==> config.mk <==
export PLATFORM = sky130hd
export DESIGN_NAME = isp_top
export DESIGN_NICKNAME = d
export VERILOG_FILES = /design/src/shared/isp_pkg.sv /design/src/shared/isp_pin_if.sv /design/src/hdl/isp_sync.sv /design/src/hdl/isp_top.sv
export VERILOG_INCLUDE_DIRS = /design/src /design/src/shared
export SDC_FILE = /design/constraint.sdc
export NUM_CORES = 1
export LEC_CHECK = 0
export BUFFER_PORTS_ARGS = -buffer_cell sky130_fd_sc_hd__buf_2
export CAP_MARGIN = 20
export CORE_AREA = 2 2 79 81
export CTS_BUF_LIST = sky130_fd_sc_hd__clkbuf_16
export CTS_CLUSTER_DIAMETER = 200
export CTS_CLUSTER_SIZE = 40
export DETAILED_ROUTE_END_ITERATION = 8
export DIE_AREA = 0 0 81 83
export GPL_TIMING_DRIVEN = 0
export PLACE_DENSITY_LB_ADDON = 0.15
export SETUP_SLACK_MARGIN = 0.2
export SLEW_MARGIN = 20
export SYNTH_ARGS = -nofsm -noshare
export SYNTH_HDL_FRONTEND = slang
export SYNTH_SLANG_ARGS = --single-unit
==> constraint.sdc <==
create_clock -name clk -period 4.2 [get_ports clk]
set_clock_uncertainty 0.15 [all_clocks]
set_input_delay 0 -clock clk [delete_from_list [all_inputs] [get_ports clk]]
set_output_delay 0 -clock clk [all_outputs]
set_load 0.02 [all_outputs]
==> src/shared/isp_cfg.svh <==
// Constants of the input select and mode pin block: pin indices, offsets, fields, reset values.
// Assumes byte-addressed Avalon-MM access with 32-bit data words.
// Operation
// - Low carrier detect means input valid
// - Invalid input drops lock, mutes parallel outputs
// - Rate control source high selects master mode
// - Mode pin output in master, input in slave
// - Master drives mode pin high on compliant lock
// - Slave transport mode needs high, high, low
// - Slave mode pin low disables decode, alignment
// - Input select high picks primary input pair
// - Input select low picks secondary input pair
`ifndef ISP_CFG_SVH
`define ISP_CFG_SVH

// Index of each asynchronous pin in the synchroniser vector
`define ISP_PIN_W        7
`define ISP_PIN_CD_PRI   0
`define ISP_PIN_CD_SEC   1
`define ISP_PIN_IN_SEL   2
`define ISP_PIN_RATE_SRC 3
`define ISP_PIN_TS_MODE  4
`define ISP_PIN_RATE_SEL 5
`define ISP_PIN_STD_SKIP 6
// Both carriers read invalid until the pins have settled
`define ISP_PIN_RST      7'h03

// Register byte offsets
`define ISP_ADDR_W       4
`define ISP_OFS_STATUS   4'h0
`define ISP_OFS_CTRL     4'h4

// Control register fields
`define ISP_CTRL_FORCE_MUTE 0
`define ISP_CTRL_RST        1'h0

// Status register fields
`define ISP_ST_VALID     0
`define ISP_ST_LOCKED    1
`define ISP_ST_SEL_PRI   2
`define ISP_ST_MASTER    3
`define ISP_ST_TS_MODE   4
`define ISP_ST_ASI_EN    5
`define ISP_ST_MODE_LO   6
`define ISP_ST_MODE_HI   7

`define ISP_DATA_W       20
`endif

==> src/shared/isp_pkg.sv <==
// Types of the input select and mode pin block.
// Assumes isp_cfg.svh supplies the widths.
`include "isp_cfg.svh"
package isp_pkg;
  // Operating mode, Gray coded along slave, slave transport, master
  typedef enum logic [1:0] {
    ISP_MD_SLAVE    = 2'b00,
    ISP_MD_SLAVE_TS = 2'b01,
    ISP_MD_MASTER   = 2'b11
  } isp_mode_e;

  typedef logic [`ISP_PIN_W-1:0]  isp_pins_t;
  typedef logic [`ISP_DATA_W-1:0] isp_data_t;
endpackage
==> src/shared/isp_pin_if.sv <==
// Carrier between the pin synchroniser and the control logic.
// Assumes both ends run on the same clock and reset.
`timescale 1ns/1ps
`default_nettype none
`include "isp_cfg.svh"
interface isp_pin_if;
  logic [`ISP_PIN_W-1:0] raw;
  logic [`ISP_PIN_W-1:0] synced;

  modport sync (input raw, output synced);
  modport ctrl (output raw, input synced);
endinterface
`default_nettype wire

==> src/hdl/isp_sync.sv <==
// Three-stage synchroniser for a vector of asynchronous control pins.
// Assumes pins may change at any time; a bit is accepted once stages two and three agree.
`timescale 1ns/1ps
`default_nettype none
`include "isp_cfg.svh"
module isp_sync
  import isp_pkg::*;
#(
  parameter int           W   = `ISP_PIN_W,
  parameter logic [W-1:0] RST = `ISP_PIN_RST
) (
  // Clock and reset
  input  wire logic clk,
  input  wire logic rst,
  // Pins
  isp_pin_if.sync   pins
);
  logic [W-1:0] meta_q, meta_d;
  logic [W-1:0] st2_q,  st2_d;
  logic [W-1:0] st3_q,  st3_d;
  logic [W-1:0] out_q,  out_d;

  // Stage one feeds only stage two; agreement filters a single-cycle glitch
  always_comb begin
    meta_d = pins.raw;
    st2_d  = meta_q;
    st3_d  = st2_q;
    out_d  = out_q;
    for (int i = 0; i < W; i++) begin
      if (st2_q[i] == st3_q[i]) begin
        out_d[i] = st3_q[i];
      end
    end
  end

  // Registers
  always_ff @(posedge clk) begin
    if (rst) begin
      meta_q <= RST;
      st2_q  <= RST;
      st3_q  <= RST;
      out_q  <= RST;
    end else begin
      meta_q <= meta_d;
      st2_q  <= st2_d;
      st3_q  <= st3_d;
      out_q  <= out_d;
    end
  end

  assign pins.synced = out_q;
endmodule
`default_nettype wire

==> src/hdl/isp_top.sv <==
// Input selection, carrier validity, output muting and transport-stream mode pin control.
// Assumes the reclocker core supplies lock, stream detection and parallel words on clk,
// and that the pad ring resolves the bidirectional mode pin from its enable.
`timescale 1ns/1ps
`default_nettype none
`include "isp_cfg.svh"
module isp_top
  import isp_pkg::*;
(
  // Clock and reset
  input  wire logic                   clk,
  input  wire logic                   rst,
  // Avalon-MM slave
  input  wire logic [`ISP_ADDR_W-1:0] avs_address,
  input  wire logic                   avs_read,
  input  wire logic                   avs_write,
  input  wire logic [31:0]            avs_writedata,
  input  wire logic [3:0]             avs_byteenable,
  output logic      [31:0]            avs_readdata,
  output logic                        avs_waitrequest,
  // Asynchronous control pins
  input  wire logic                   carrierDetectPrimary,
  input  wire logic                   carrierDetectSecondary,
  input  wire logic                   inputSelect,
  input  wire logic                   rateCtrlSource,
  input  wire logic                   rateSelect,
  input  wire logic                   standardProcessingSkip,
  // Transport-stream mode pin, three-signal form
  input  wire logic                   tsModePinIn,
  output logic                        tsModePinOut,
  output logic                        tsModePinOen,
  // Serial inputs and selected serial stream
  input  wire logic                   serialInputPrimary,
  input  wire logic                   serialInputSecondary,
  output logic                        serialSelected,
  // Reclocker core
  input  wire logic                   coreLocked,
  input  wire logic                   coreAsiDetected,
  input  wire logic [`ISP_DATA_W-1:0] coreData,
  output logic                        asiDecodeEn,
  output logic                        asiAlignEn,
  // Parallel side
  output logic                        locked,
  output logic      [`ISP_DATA_W-1:0] parallelOut
);
  isp_pin_if pinBus ();

  // All control pins cross into clk before use
  assign pinBus.raw = {standardProcessingSkip, rateSelect, tsModePinIn, rateCtrlSource,
                       inputSelect, carrierDetectSecondary, carrierDetectPrimary};

  isp_sync #(.W(`ISP_PIN_W), .RST(`ISP_PIN_RST)) uSync (
    .clk  (clk),
    .rst  (rst),
    .pins (pinBus.sync)
  );

  logic pSelPri, pCdPri, pCdSec, pMaster, pTsIn, pRate, pSkip;
  assign pCdPri  = pinBus.synced[`ISP_PIN_CD_PRI];
  assign pCdSec  = pinBus.synced[`ISP_PIN_CD_SEC];
  assign pSelPri = pinBus.synced[`ISP_PIN_IN_SEL];
  assign pMaster = pinBus.synced[`ISP_PIN_RATE_SRC];
  assign pTsIn   = pinBus.synced[`ISP_PIN_TS_MODE];
  assign pRate   = pinBus.synced[`ISP_PIN_RATE_SEL];
  assign pSkip   = pinBus.synced[`ISP_PIN_STD_SKIP];

  // Control state
  isp_mode_e mode_q, mode_d;
  logic      valid_q, valid_d;
  logic      selPri_q, selPri_d;
  logic      locked_q, locked_d;
  logic      tsOut_q, tsOut_d;
  logic      tsOen_q, tsOen_d;
  logic      serial_q, serial_d;
  logic      asiDec_q, asiDec_d;
  logic      asiAli_q, asiAli_d;
  isp_data_t par_q, par_d;
  logic      forceMute_q, forceMute_d;
  logic      selCd;

  // Mode decode; slave transport mode needs all three pins as the application set them
  always_comb begin
    if (pMaster) begin
      mode_d = ISP_MD_MASTER;
    end else if (pTsIn && pRate && !pSkip) begin
      mode_d = ISP_MD_SLAVE_TS;
    end else begin
      mode_d = ISP_MD_SLAVE;
    end
  end

  // Input pair selection, validity, lock, muting and mode pin drive
  always_comb begin
    selPri_d = pSelPri;
    selCd    = pSelPri ? pCdPri : pCdSec;
    valid_d  = !selCd;
    serial_d = pSelPri ? serialInputPrimary : serialInputSecondary;
    locked_d = coreLocked && !selCd;
    // Software mute rides on top of the carrier mute, never instead of it
    par_d    = (selCd || forceMute_q) ? '0 : coreData;
    tsOut_d  = 1'b0;
    tsOen_d  = 1'b1;
    asiDec_d = 1'b0;
    asiAli_d = 1'b0;
    unique case (mode_d)
      ISP_MD_MASTER: begin
        tsOen_d  = 1'b0;
        tsOut_d  = coreLocked && coreAsiDetected && !selCd;
        asiDec_d = tsOut_d;
        asiAli_d = tsOut_d;
      end
      ISP_MD_SLAVE_TS: begin
        asiDec_d = 1'b1;
        asiAli_d = 1'b1;
      end
      ISP_MD_SLAVE: begin
        asiDec_d = 1'b0;
        asiAli_d = 1'b0;
      end
    endcase
  end

  // Control registers
  always_ff @(posedge clk) begin
    if (rst) begin
      mode_q   <= ISP_MD_SLAVE;
      valid_q  <= 1'b0;
      selPri_q <= 1'b0;
      locked_q <= 1'b0;
      tsOut_q  <= 1'b0;
      tsOen_q  <= 1'b1;
      serial_q <= 1'b0;
      asiDec_q <= 1'b0;
      asiAli_q <= 1'b0;
      par_q    <= '0;
    end else begin
      mode_q   <= mode_d;
      valid_q  <= valid_d;
      selPri_q <= selPri_d;
      locked_q <= locked_d;
      tsOut_q  <= tsOut_d;
      tsOen_q  <= tsOen_d;
      serial_q <= serial_d;
      asiDec_q <= asiDec_d;
      asiAli_q <= asiAli_d;
      par_q    <= par_d;
    end
  end

  // Bus slave: one wait cycle, then the access completes; read data is built in the wait cycle
  logic        wait_q, wait_d;
  logic [31:0] rdata_q, rdata_d;
  logic        busReq;
  assign busReq = avs_read || avs_write;

  always_comb begin
    wait_d      = !(busReq && wait_q);
    rdata_d     = rdata_q;
    forceMute_d = forceMute_q;
    if (busReq && wait_q && avs_read) begin
      rdata_d = 32'h0000_0000; // Unmapped addresses read as zero
      if (avs_address == `ISP_OFS_STATUS) begin
        rdata_d[`ISP_ST_VALID]   = valid_q;
        rdata_d[`ISP_ST_LOCKED]  = locked_q;
        rdata_d[`ISP_ST_SEL_PRI] = selPri_q;
        rdata_d[`ISP_ST_MASTER]  = (mode_q == ISP_MD_MASTER);
        rdata_d[`ISP_ST_TS_MODE] = tsOut_q;
        rdata_d[`ISP_ST_ASI_EN]  = asiDec_q;
        rdata_d[`ISP_ST_MODE_HI:`ISP_ST_MODE_LO] = mode_q;
      end else if (avs_address == `ISP_OFS_CTRL) begin
        rdata_d[`ISP_CTRL_FORCE_MUTE] = forceMute_q;
      end
    end
    // Writes land only at the edge where waitrequest is seen low
    if (avs_write && !wait_q && avs_address == `ISP_OFS_CTRL && avs_byteenable[0]) begin
      forceMute_d = avs_writedata[`ISP_CTRL_FORCE_MUTE];
    end
  end

  // Bus registers
  always_ff @(posedge clk) begin
    if (rst) begin
      wait_q      <= 1'b1;
      rdata_q     <= 32'h0000_0000;
      forceMute_q <= `ISP_CTRL_RST;
    end else begin
      wait_q      <= wait_d;
      rdata_q     <= rdata_d;
      forceMute_q <= forceMute_d;
    end
  end

  assign avs_waitrequest = wait_q;
  assign avs_readdata    = rdata_q;
  assign tsModePinOut    = tsOut_q;
  assign tsModePinOen    = tsOen_q;
  assign serialSelected  = serial_q;
  assign asiDecodeEn     = asiDec_q;
  assign asiAlignEn      = asiAli_q;
  assign locked          = locked_q;
  assign parallelOut     = par_q;

  // Helper: carrier of the pair selected one cycle earlier, taken from the synchronised pins
  // rather than from selCd, so a fault in the selection mux cannot hide from the checks
  logic selCdPast;
  always_ff @(posedge clk) begin
    if (rst) begin
      selCdPast <= 1'b1;
    end else begin
      selCdPast <= pSelPri ? pCdPri : pCdSec;
    end
  end
endmodule
`default_nettype wire

### After elaboration in Yosys (flattened, before gate mapping)

Cells that the tools add are included.

| storage, ports and cells | value |
|---|---|
| register bits after elaboration | 67 |
| input port bits | 75 |
| word-level logic and storage cells | 63 |

| operators by class | value |
|---|---|
| equality and inequality tests | 11 |
| muxes and demuxes | 9 |
| bitwise logic cells | 1 |
| reduce and logical (&&, ||, !) cells | 20 |

Operator list:

| kind | count |
|---|---|
| logical AND 1 bit | 10 |
| equality test 1 bit | 7 |
| two-way mux 7 bit | 1 |
| two-way mux 1 bit | 6 |
| equality test 2 bit (second input constant) | 2 |
| equality test 4 x 3 -> 1 bit (second input constant) | 1 |
| zero test 1 bit | 4 |
| zero test 4 bit | 1 |
| OR reduction 2 bit | 2 |
| case mux 1 bit (3 select lines) | 1 |
| equality test 2 x 1 -> 1 bit (second input constant) | 1 |
| zero test 2 bit | 1 |
| logical OR 1 bit | 2 |
| two-way mux 2 bit | 1 |
| inverter 1 bit | 1 |

### Logic depth before layout (Yosys ltp)

Gate-level depths: netlist of run 1.

| depth | value |
|---|---|
| depth in word-level cells | 7 |
| gate-level depth with buffers | 4 |
| gate-level depth less buffers | 3 |

### Hierarchy

Synthesis of run 1 repeated with hierarchy kept, for this count alone.

| second synthesis, totals | value |
|---|---|
| cell total of the unflattened synthesis | 210 |
| area total of the unflattened synthesis | 2252.2 um2 |

By module, submodules not included:

| module | instances | cells each | area each (um2) | seq. area each (um2) |
|---|---|---|---|---|
| isp_top | 1 | 138 | 1426.4 | 780.7 |
| isp_sync | 1 | 72 | 825.8 | 560.5 |

### Least setup slack after synthesis of run 1

OpenSTA, ideal clock, no wires.

| path | value |
|---|---|
| kind | flip-flop to flip-flop |
| from | register uSync.out_q[2] (netlist: uSync.pins.synced[2]) |
| to | register asiAli_q (netlist: asiAlignEn) |
| library setup time | 0.079 ns |
| data arrival time | 1.136 ns |
| data required time | 3.971 ns |
| setup slack | 2.834 ns |
| stages on the path, launching flop included | 4 |
| period minus slack after synthesis | 1.366 ns |
| path through | dfxtp_1 -> mux2_4 -> or2_1 -> a211oi_2 |

| on the way | value |
|---|---|
| cells in the longest elaborated chain, start to end | 4 |

Ends and longest elaborated chain:

| what | line | text |
|---|---|---|
| start: declaration | isp_sync.sv:21 | `logic [W-1:0] out_q, out_d;` |
| start signal: assignment | isp_sync.sv:47 | `out_q <= out_d;` |
| two-way mux 1 bit | n/a |  |
| zero test 1 bit | isp_top.sv:108 | `tsOut_d = coreLocked && coreAsiDetected && !selCd;` |
| logical AND 1 bit | isp_top.sv:108 |  |
| case mux 1 bit (3 select lines) | isp_top.sv:105 | `unique case (mode_d)` |
| end signal: assignment | isp_top.sv:145 | `asiAli_q <= asiAli_d;` |
| end: declaration | isp_top.sv:76 | `logic asiAli_q, asiAli_d;` |

No other way between the ends.
A chain may end at the register's enable or synchronous reset.

### Worst setup path in the final report of run 1

| path | value |
|---|---|
| from | input avs_address[1] |
| to | register rdata_q[4] (netlist: avs_readdata[4]) |

| on the way | value |
|---|---|
| cells in the longest elaborated chain, start to end | 2 |

Ends and longest elaborated chain:

| what | line | text |
|---|---|---|
| start: declaration | isp_top.sv:14 | `` input wire logic [`ISP_ADDR_W-1:0] avs_address, `` |
| zero test 4 bit (no line) | n/a |  |
| two-way mux 7 bit | isp_top.sv:162 | `` if (avs_address == `ISP_OFS_STATUS) begin `` |
| end signal: assignment | isp_top.sv:188 | `rdata_q <= rdata_d;` |
| end: declaration | isp_top.sv:152 | `logic [31:0] rdata_q, rdata_d;` |

No other way between the ends.

==> out/results.txt, run 1 <==
status - finished clean
Setup TNS Final - 0 ns
fin cells - 441
CP required - 4.30 ns
wire length after detailed routing - 4522 um
routed vias/inst - 4.016
layout cells sized above 1 - 34.70%
post-route ant nets - 0
gr usage total - 13.72%
Max Cap Viol - 0
antenna violations before repair - 0
# port buffers - 75
clk sinks - 67
grt met1 use - 16.41%
CP arrival - 1.97 ns
largest stage delay on the critical path - 0.76 ns
GR peak layer - met2
post-route cell area - 0.003502 mm^2
Reg clk slew, reported paths - 0.05 ns
count leader, synth - dfxtp_1
diodes inserted - 0
Synth Register Bits - 67
Critical Path End Type - flop
post-layout minimum cycle time - 1.867 ns
dominant cells by area after synthesis - dfxtp_1, buf_4, and2_1
first drt pass iteration count - 4
post-synthesis area per instance - 10.56 um^2
number of cell rows - 28
vias in the first global route - 1,618
fin. max-slew vios - 0
IO Count - 134
Post-synth EDFFs - 0
CTS tree - built
unrepaired setup endpoints after global routing - no
Mapped Area - 0.002227 mm^2
Peak Freq - 0.5355 GHz
layout net count - 436
drt wl/cell - 10.25 um
CP cell instances - dlygate4sd3_1 -> buf_2 -> nor3_2 -> dlygate4sd3_1 -> nand4b_1 -> a21oi_1
Final setup violation count - 0
Post-Synthesis Cells - 211
CTS Buffer Depth - 2
fin crit share - 44.46%
Async S/R FF share, synth - 0%
post-CTS resize count - 0
Die ar. - 0.006723 mm^2
pin count of the biggest net entering global routing - 12
Synth area leader - dfxtp_1
most frequent CP cell - dlygate4sd3_1
Core Region - 0.005816 mm^2
M2 GR Usage - 21.79%
Post-DP Area - 0.002783 mm^2
sequential share of the synthesized area - 60.22%
cell area power density - 435.2 mW/mm^2
top cells by count, synth - dfxtp_1, buf_4, and2_1
clk root buf - clkbuf_16
Initial Util - 38.30%
Worst VDD drop - 303.8 uV
die height - 83 um
slowest CP cell - dlygate4sd3_1
final hold viol count - 0
Skew-Pair Late Insertion Delay - 0.32 ns
Top FF cell, synth - dfxtp_1
H-Tree Depth - 3
Leak Pwr - 1.672 nW
first-pass GRT wire length - 7162 um
Num CTS Buffers - 9
gr ovfl total - 0
setup slack, reg-to-reg - 2.46 ns
top-area cell type share of the netlist area - 60.22%
Residual DRC - 0
Die X - 81 um
Netlist cell types - 29
number of DRC markers in iteration 0 - 54
via count - 1,771
Hold Crit Class - in -> reg
post-DP HPWL - 2976 um
startpoint types - primary input
synthesis warning total - 0
P&R area growth vs syn - 57.25%
met3 Resource Use GR - 3.043%
Crit Path Max Fanout - 7
Post-Place Cells - 384
Final GP Congestion - 0.6715
kind of critical path - in -> reg
==> stage by stage <==
step,utilization (%),hold WS [ns],worst slack (ns),total power [mW]
finish,60.22,0.03436,2.333,1.524
global route,60.22,0.06848,2.227,1.583
CTS,60.22,0.01951,2.351,1.541
detailed placement,47.85,0.03356,2.718,0.7448
global placement,47.85,0.03639,2.730,0.7444
floorplan,-,-0.04619,2.834,0.7181
==> routing by layer <==
layer | wire length [um] | up-vias
li1 | - | 943
met4 | 138 | 0
met1 | 1998 | 753
met3 | 278 | 11
met5 | 0 | -
met2 | 2107 | 64
==> layout make-up <==
| type | instances | area (um^2) |
|---|---|---|
| buffer | 32 | 217.7 |
| clock buffer | 9 | 225.2 |
| clock inverter | 7 | 83.83 |
| fill | 520 | 2313 |
| inverter | 3 | 11.26 |
| multi-input combinational | 132 | 743.2 |
| sequential | 67 | 1341 |
| tap | 75 | 93.84 |
| timing repair buffer | 116 | 785.8 |
==> flip-flops by register name (all words and copies together), names as in the netlist <==
register           count
valid_q                1
mode_q                 2
avs_readdata           8
parallelOut           20
uSync.st2_q            7
serialSelected         1
uSync.st3_q            7
tsModePinOen           1
uSync.meta_q           7
avs_waitrequest        1
tsModePinOut           1
selPri_q               1
uSync.pins.synced      7
forceMute_q            1
locked                 1
asiAlignEn             1
==> report_power, final <==
| part | leakage [nW] | internal [mW] | total (mW) | switching (mW) |
|---|---|---|---|---|
| sequential | 0.544 | 0.646 | 0.650 | 0.00399 |
| clock | 0.152 | 0.511 | 0.763 | 0.252 |
| combinational | 0.976 | 0.0621 | 0.111 | 0.0490 |
| total | 1.67 | 1.22 | 1.52 | 0.305 |
==> critical path: cells and delay by family <==
family,cells,cell delay [ns]
AOI/OAI and AO/OA,1,0.16
buffers and inverters,3,1.41
and+or+nand+nor,2,0.38
==> timing repair <==
item                                   4_1_cts  5_1_grt
hold buffers                                41        0
setup buffers                                0        0
endpoints found under the hold margin       44        0
==> kinds of logic after synthesis <==
group | Yosys count | synth area share [%]
buf+inv | 35 | 10.28
flops | 67 | 60.22
mux | 3 | 1.629
compound gates | 27 | 7.079
other cells | 1 | 0.1684
simple gates | 78 | 20.62
==> layout by cell type, fill, tap and decap left out, types with 2 or more instances in the layout <==
| cell type | count |
|---|---|
| nand4b_1 | 5 |
| dlygate4sd3_1 | 41 |
| clkbuf_2 | 2 |
| and2_1 | 22 |
| clkinv_1 | 2 |
| a21oi_1 | 14 |
| buf_4 | 25 |
| dfxtp_1 | 67 |
| nand2_1 | 14 |
| o21ai_0 | 7 |
| inv_1 | 4 |
| bufinv_16 | 2 |
| and4b_1 | 2 |
| buf_2 | 76 |
| nor3_2 | 2 |
| clkbuf_1 | 4 |
| nor2b_1 | 16 |
| or2_2 | 6 |
| conb_1 | 24 |
| nor2_1 | 8 |
| clkbuf_16 | 9 |
==> path summary, 6_finish.rpt <==
path                               from  depth (start not counted)                            to
min reg2reg  uSync.meta_q[0]$_SDFF_PP1_                          1     uSync.st2_q[0]$_SDFF_PP1_
max                      avs_address[1]                          6  avs_readdata[4]$_SDFFE_PP0P_
max reg2reg  avs_waitrequest$_SDFF_PP1_                          4      forceMute_q$_SDFFE_PP0P_
min                            avs_read                          4  avs_readdata[7]$_SDFFE_PP0P_
(Power assumes the default switching activity.)
==> inputs of run 2 (changes only) <==
ABC_AREA = 1   (was default)
CORE_AREA = 2 2 83 85   (was 2 2 79 81)
DIE_AREA = 0 0 85 87   (was 0 0 81 83)
clock period = 1.8 ns   (was 4.2 ns; I/O delays follow)
==> out/results.txt, run 2 <==
status - finished clean (unchanged)
Core Region - 0.006569 mm^2 (was 0.005816 mm^2)
clk sinks - 67 (unchanged)
routed vias/inst - 3.825 (was 4.016)
Final GP Congestion - 0.6884 (was 0.6715)
die height - 87 um (was 83 um)
drt wl/cell - 9.352 um (was 10.25 um)
top-area cell type share of the netlist area - 54.09% (was 60.22%)
metal2 WL - 2459 um (was 2107 um)
Synth Register Bits - 67 (unchanged)
FF-to-FF Start - uSync.pins.synced[2]$_SDFFE_PP0N_ (was avs_waitrequest$_SDFF_PP1_)
unrepaired setup endpoints after global routing - no (unchanged)
gr ovfl total - 0 (unchanged)
most frequent CP cell - dlygate4sd3_1 (unchanged)
Worst Hold Launch - carrierDetectSecondary (was avs_read)
Leak Pwr - 1.926 nW (was 1.672 nW)
setup ws final - 0.2551 ns (was 2.333 ns)
kind of critical path - in -> reg (unchanged)
wire length after detailed routing - 4975 um (was 4522 um)
IO Count - 134 (unchanged)
met3 wire len - 298 um (was 278 um)
Peak Freq - 0.6473 GHz
CP arrival - 1.60 ns (was 1.97 ns)
first drt pass iteration count - 7 (was 4)
clk root buf - clkbuf_16 (unchanged)
Initial Util - 37.75% (was 38.30%)
CP required - 1.86 ns (was 4.30 ns)
Mapped Area - 0.002480 mm^2 (was 0.002227 mm^2)
Top FF cell, synth - dfxtp_1 (unchanged)
CP Depth - 6 (unchanged)
CTS Buffer Depth - 2 (unchanged)
gr usage total - 13.54% (was 13.72%)
layout cells sized above 1 - 34.07% (was 34.70%)
Setup TNS Final - 0 ns (unchanged)
R2R depth - 4 (unchanged)
dominant cells by area after synthesis - dfxtp_1, inv_1, buf_4 (was dfxtp_1, buf_4, and2_1)
via count - 2,035 (was 1,771)
Die X - 85 um (was 81 um)
Residual DRC - 0 (unchanged)
synthesis warning total - 0 (unchanged)
number of cell rows - 30 (was 28)
startpoint types - primary input (unchanged)
Place WS - 0.5530 ns (was 2.718 ns)
Post-synth EDFFs - 0 (unchanged)
Crit Path Max Fanout - 9 (was 7)
hold slack - 0.2394 ns (was 0.03436 ns)
Netlist cell types - 23 (was 29)
antenna violations before repair - 0 (unchanged)
H-Tree Depth - 3 (unchanged)
CP delay by family, top - buffers and inverters (unchanged)
fin crit share - 85.83%
Reg clk slew, reported paths - 0.05 ns (about the same)
number of DRC markers in iteration 0 - 44 (was 54)
Worst VDD drop - 563.7 uV (was 303.8 uV)
slowest CP cell - dlygate4sd3_1 (unchanged)
largest stage delay on the critical path - 0.55 ns (was 0.76 ns)
top cells by count, synth - dfxtp_1, inv_1, nor2_1 (was dfxtp_1, buf_4, and2_1)
first-pass GRT wire length - 7783 um (was 7162 um)
count leader, synth - dfxtp_1 (unchanged)
Num CTS Buffers - 9 (unchanged)
fin. max-slew vios - 0 (unchanged)
met1 WL - 2165 um (was 1998 um)
CTS tree - built (unchanged)
Cells on Worst Hold Path - 3 (was 4)
sequential share of the synthesized area - 54.09% (was 60.22%)
P&R area growth vs syn - 51.87% (was 57.25%)
Max Cap Viol - 0 (unchanged)
Synth area leader - dfxtp_1 (unchanged)
number of flip-flops under the largest register name - 20 (unchanged)
vias in the first global route - 1,846 (was 1,618)
post-route ant nets - 0 (unchanged)
Die ar. - 0.007395 mm^2 (was 0.006723 mm^2)
Critical Path End Type - flop (unchanged)
post-synthesis area per instance - 8.406 um^2 (was 10.56 um^2)
final hold viol count - 0 (unchanged)
Async S/R FF share, synth - 0% (unchanged)
cell area power density - 939.7 mW/mm^2 (was 435.2 mW/mm^2)
CP startpoint - rst (was avs_address[1])
diodes inserted - 0 (unchanged)
layout net count - 522 (was 436)
post-layout minimum cycle time - 1.545 ns
Skew-Pair Late Insertion Delay - 0.32 ns (about the same)
most common cell after layout, fill and taps aside - buf_2 (unchanged)
CP cell instances - dlygate4sd3_1 -> buf_6 -> clkinvlp_4 -> o21ai_0 -> nor2_1 -> dlygate4sd3_1 (was dlygate4sd3_1 -> buf_2 -> nor3_2 -> dlygate4sd3_1 -> nand4b_1 -> a21oi_1)
# port buffers - 74 (was 75)
Post-Synthesis Cells - 295 (was 211)
post-DP HPWL - 3247 um (was 2976 um)
WP buf/inv - 4 (was 3)
commonest non-fill, non-tap cells in the layout - buf_2, dfxtp_1, inv_1 (was buf_2, dfxtp_1, dlygate4sd3_1)
pin count of the biggest net entering global routing - 12 (unchanged)
DR top layer - met4 (unchanged)
Final setup violation count - 0 (unchanged)
Hold Crit Class - in -> reg (unchanged)
==> run 2: cell count changes after synthesis, moves of 4 or more <==
cell,delta
a21oi_1,-4
and2_1,-22
inv_1,+54
nand2_1,+20
nand3_1,+9
nand4b_1,-5
nor2_1,+33
nor2_2,+19
nor2_4,+4
nor2b_1,-16
==> run 2: per-layer routing <==
metal | global-route usage [%] | up-vias
met4 | 6.061 | 0
met1 | 14.69 | 854
li1 | - | 1118
met3 | 4.645 | 6
met5 | 0 | -
met2 | 23.86 | 57
==> run 2: worst paths after layout <==
kind	end	slack [ns]
hold reg to reg	uSync.st2_q[6]$_SDFF_PP0_	0.25
setup / recovery	serialSelected$_SDFF_PP0_	0.26
setup reg to reg	serialSelected$_SDFF_PP0_	0.36
hold / removal	uSync.meta_q[1]$_SDFF_PP1_	0.24
==> run 2: timing repair <==
item	in CTS	in global routing
setup endpoints to repair	0	1
setup buffers	0	0
hold buffers	44	0
gates resized for setup	0	1
hold endpoints to repair	53	0
==> run 2: worst reg2reg max path: cells and delay by family, from the launching register on <==
family,cells,cell delay [ns]
buf+inv,2,0.63
flops,1,0.39
simple gates,2,0.15
==> run 2: cell type report <==
| cell class | count | area [um^2] |
|---|---|---|
| clock buffers | 9 | 225.2 |
| multi-input cells | 162 | 772.0 |
| inverters | 58 | 221.5 |
| fillers | 611 | 2803 |
| repair buffers | 118 | 810.8 |
| clock inverters | 7 | 60.06 |
| flip-flops and latches | 67 | 1341 |
| well taps | 80 | 100.1 |
| plain buffers | 31 | 235.2 |
==> run 2: cells by family (layout without fill, tap and decap cells) <==
group	Yosys count	after routing	share of synthesized area, %
flip-flops	67	67	54.09
AND/OR/NAND/NOR	122	122	24.17
other	1	24	0.1512
AO/OA/AOI/OAI	16	16	3.330
buffers and inverters	89	223	18.26
==> run 2: metrics by stage <==
| stage | std cells | power (mW) | instance area (um^2) | utilization [%] |
|---|---|---|---|---|
| floorplan | 318 | 1.756 | 2566 | - |
| detailed placement | 472 | 1.835 | 3037 | 46.23 |
| finish | 532 | 3.539 | 3766 | 57.33 |
| global placement | 472 | 1.831 | 3037 | 46.23 |
| global route | 532 | 3.689 | 3766 | 57.33 |
| CTS | 532 | 3.577 | 3762 | 57.28 |
==> run 2: power breakdown <==
part | internal (mW) | total [mW] | switching (mW)
Sequential | 1.52 | 1.53 | 0.0132
Clock | 1.05 | 1.66 | 0.607
Combinational | 0.175 | 0.349 | 0.174
Total | 2.74 | 3.54 | 0.794
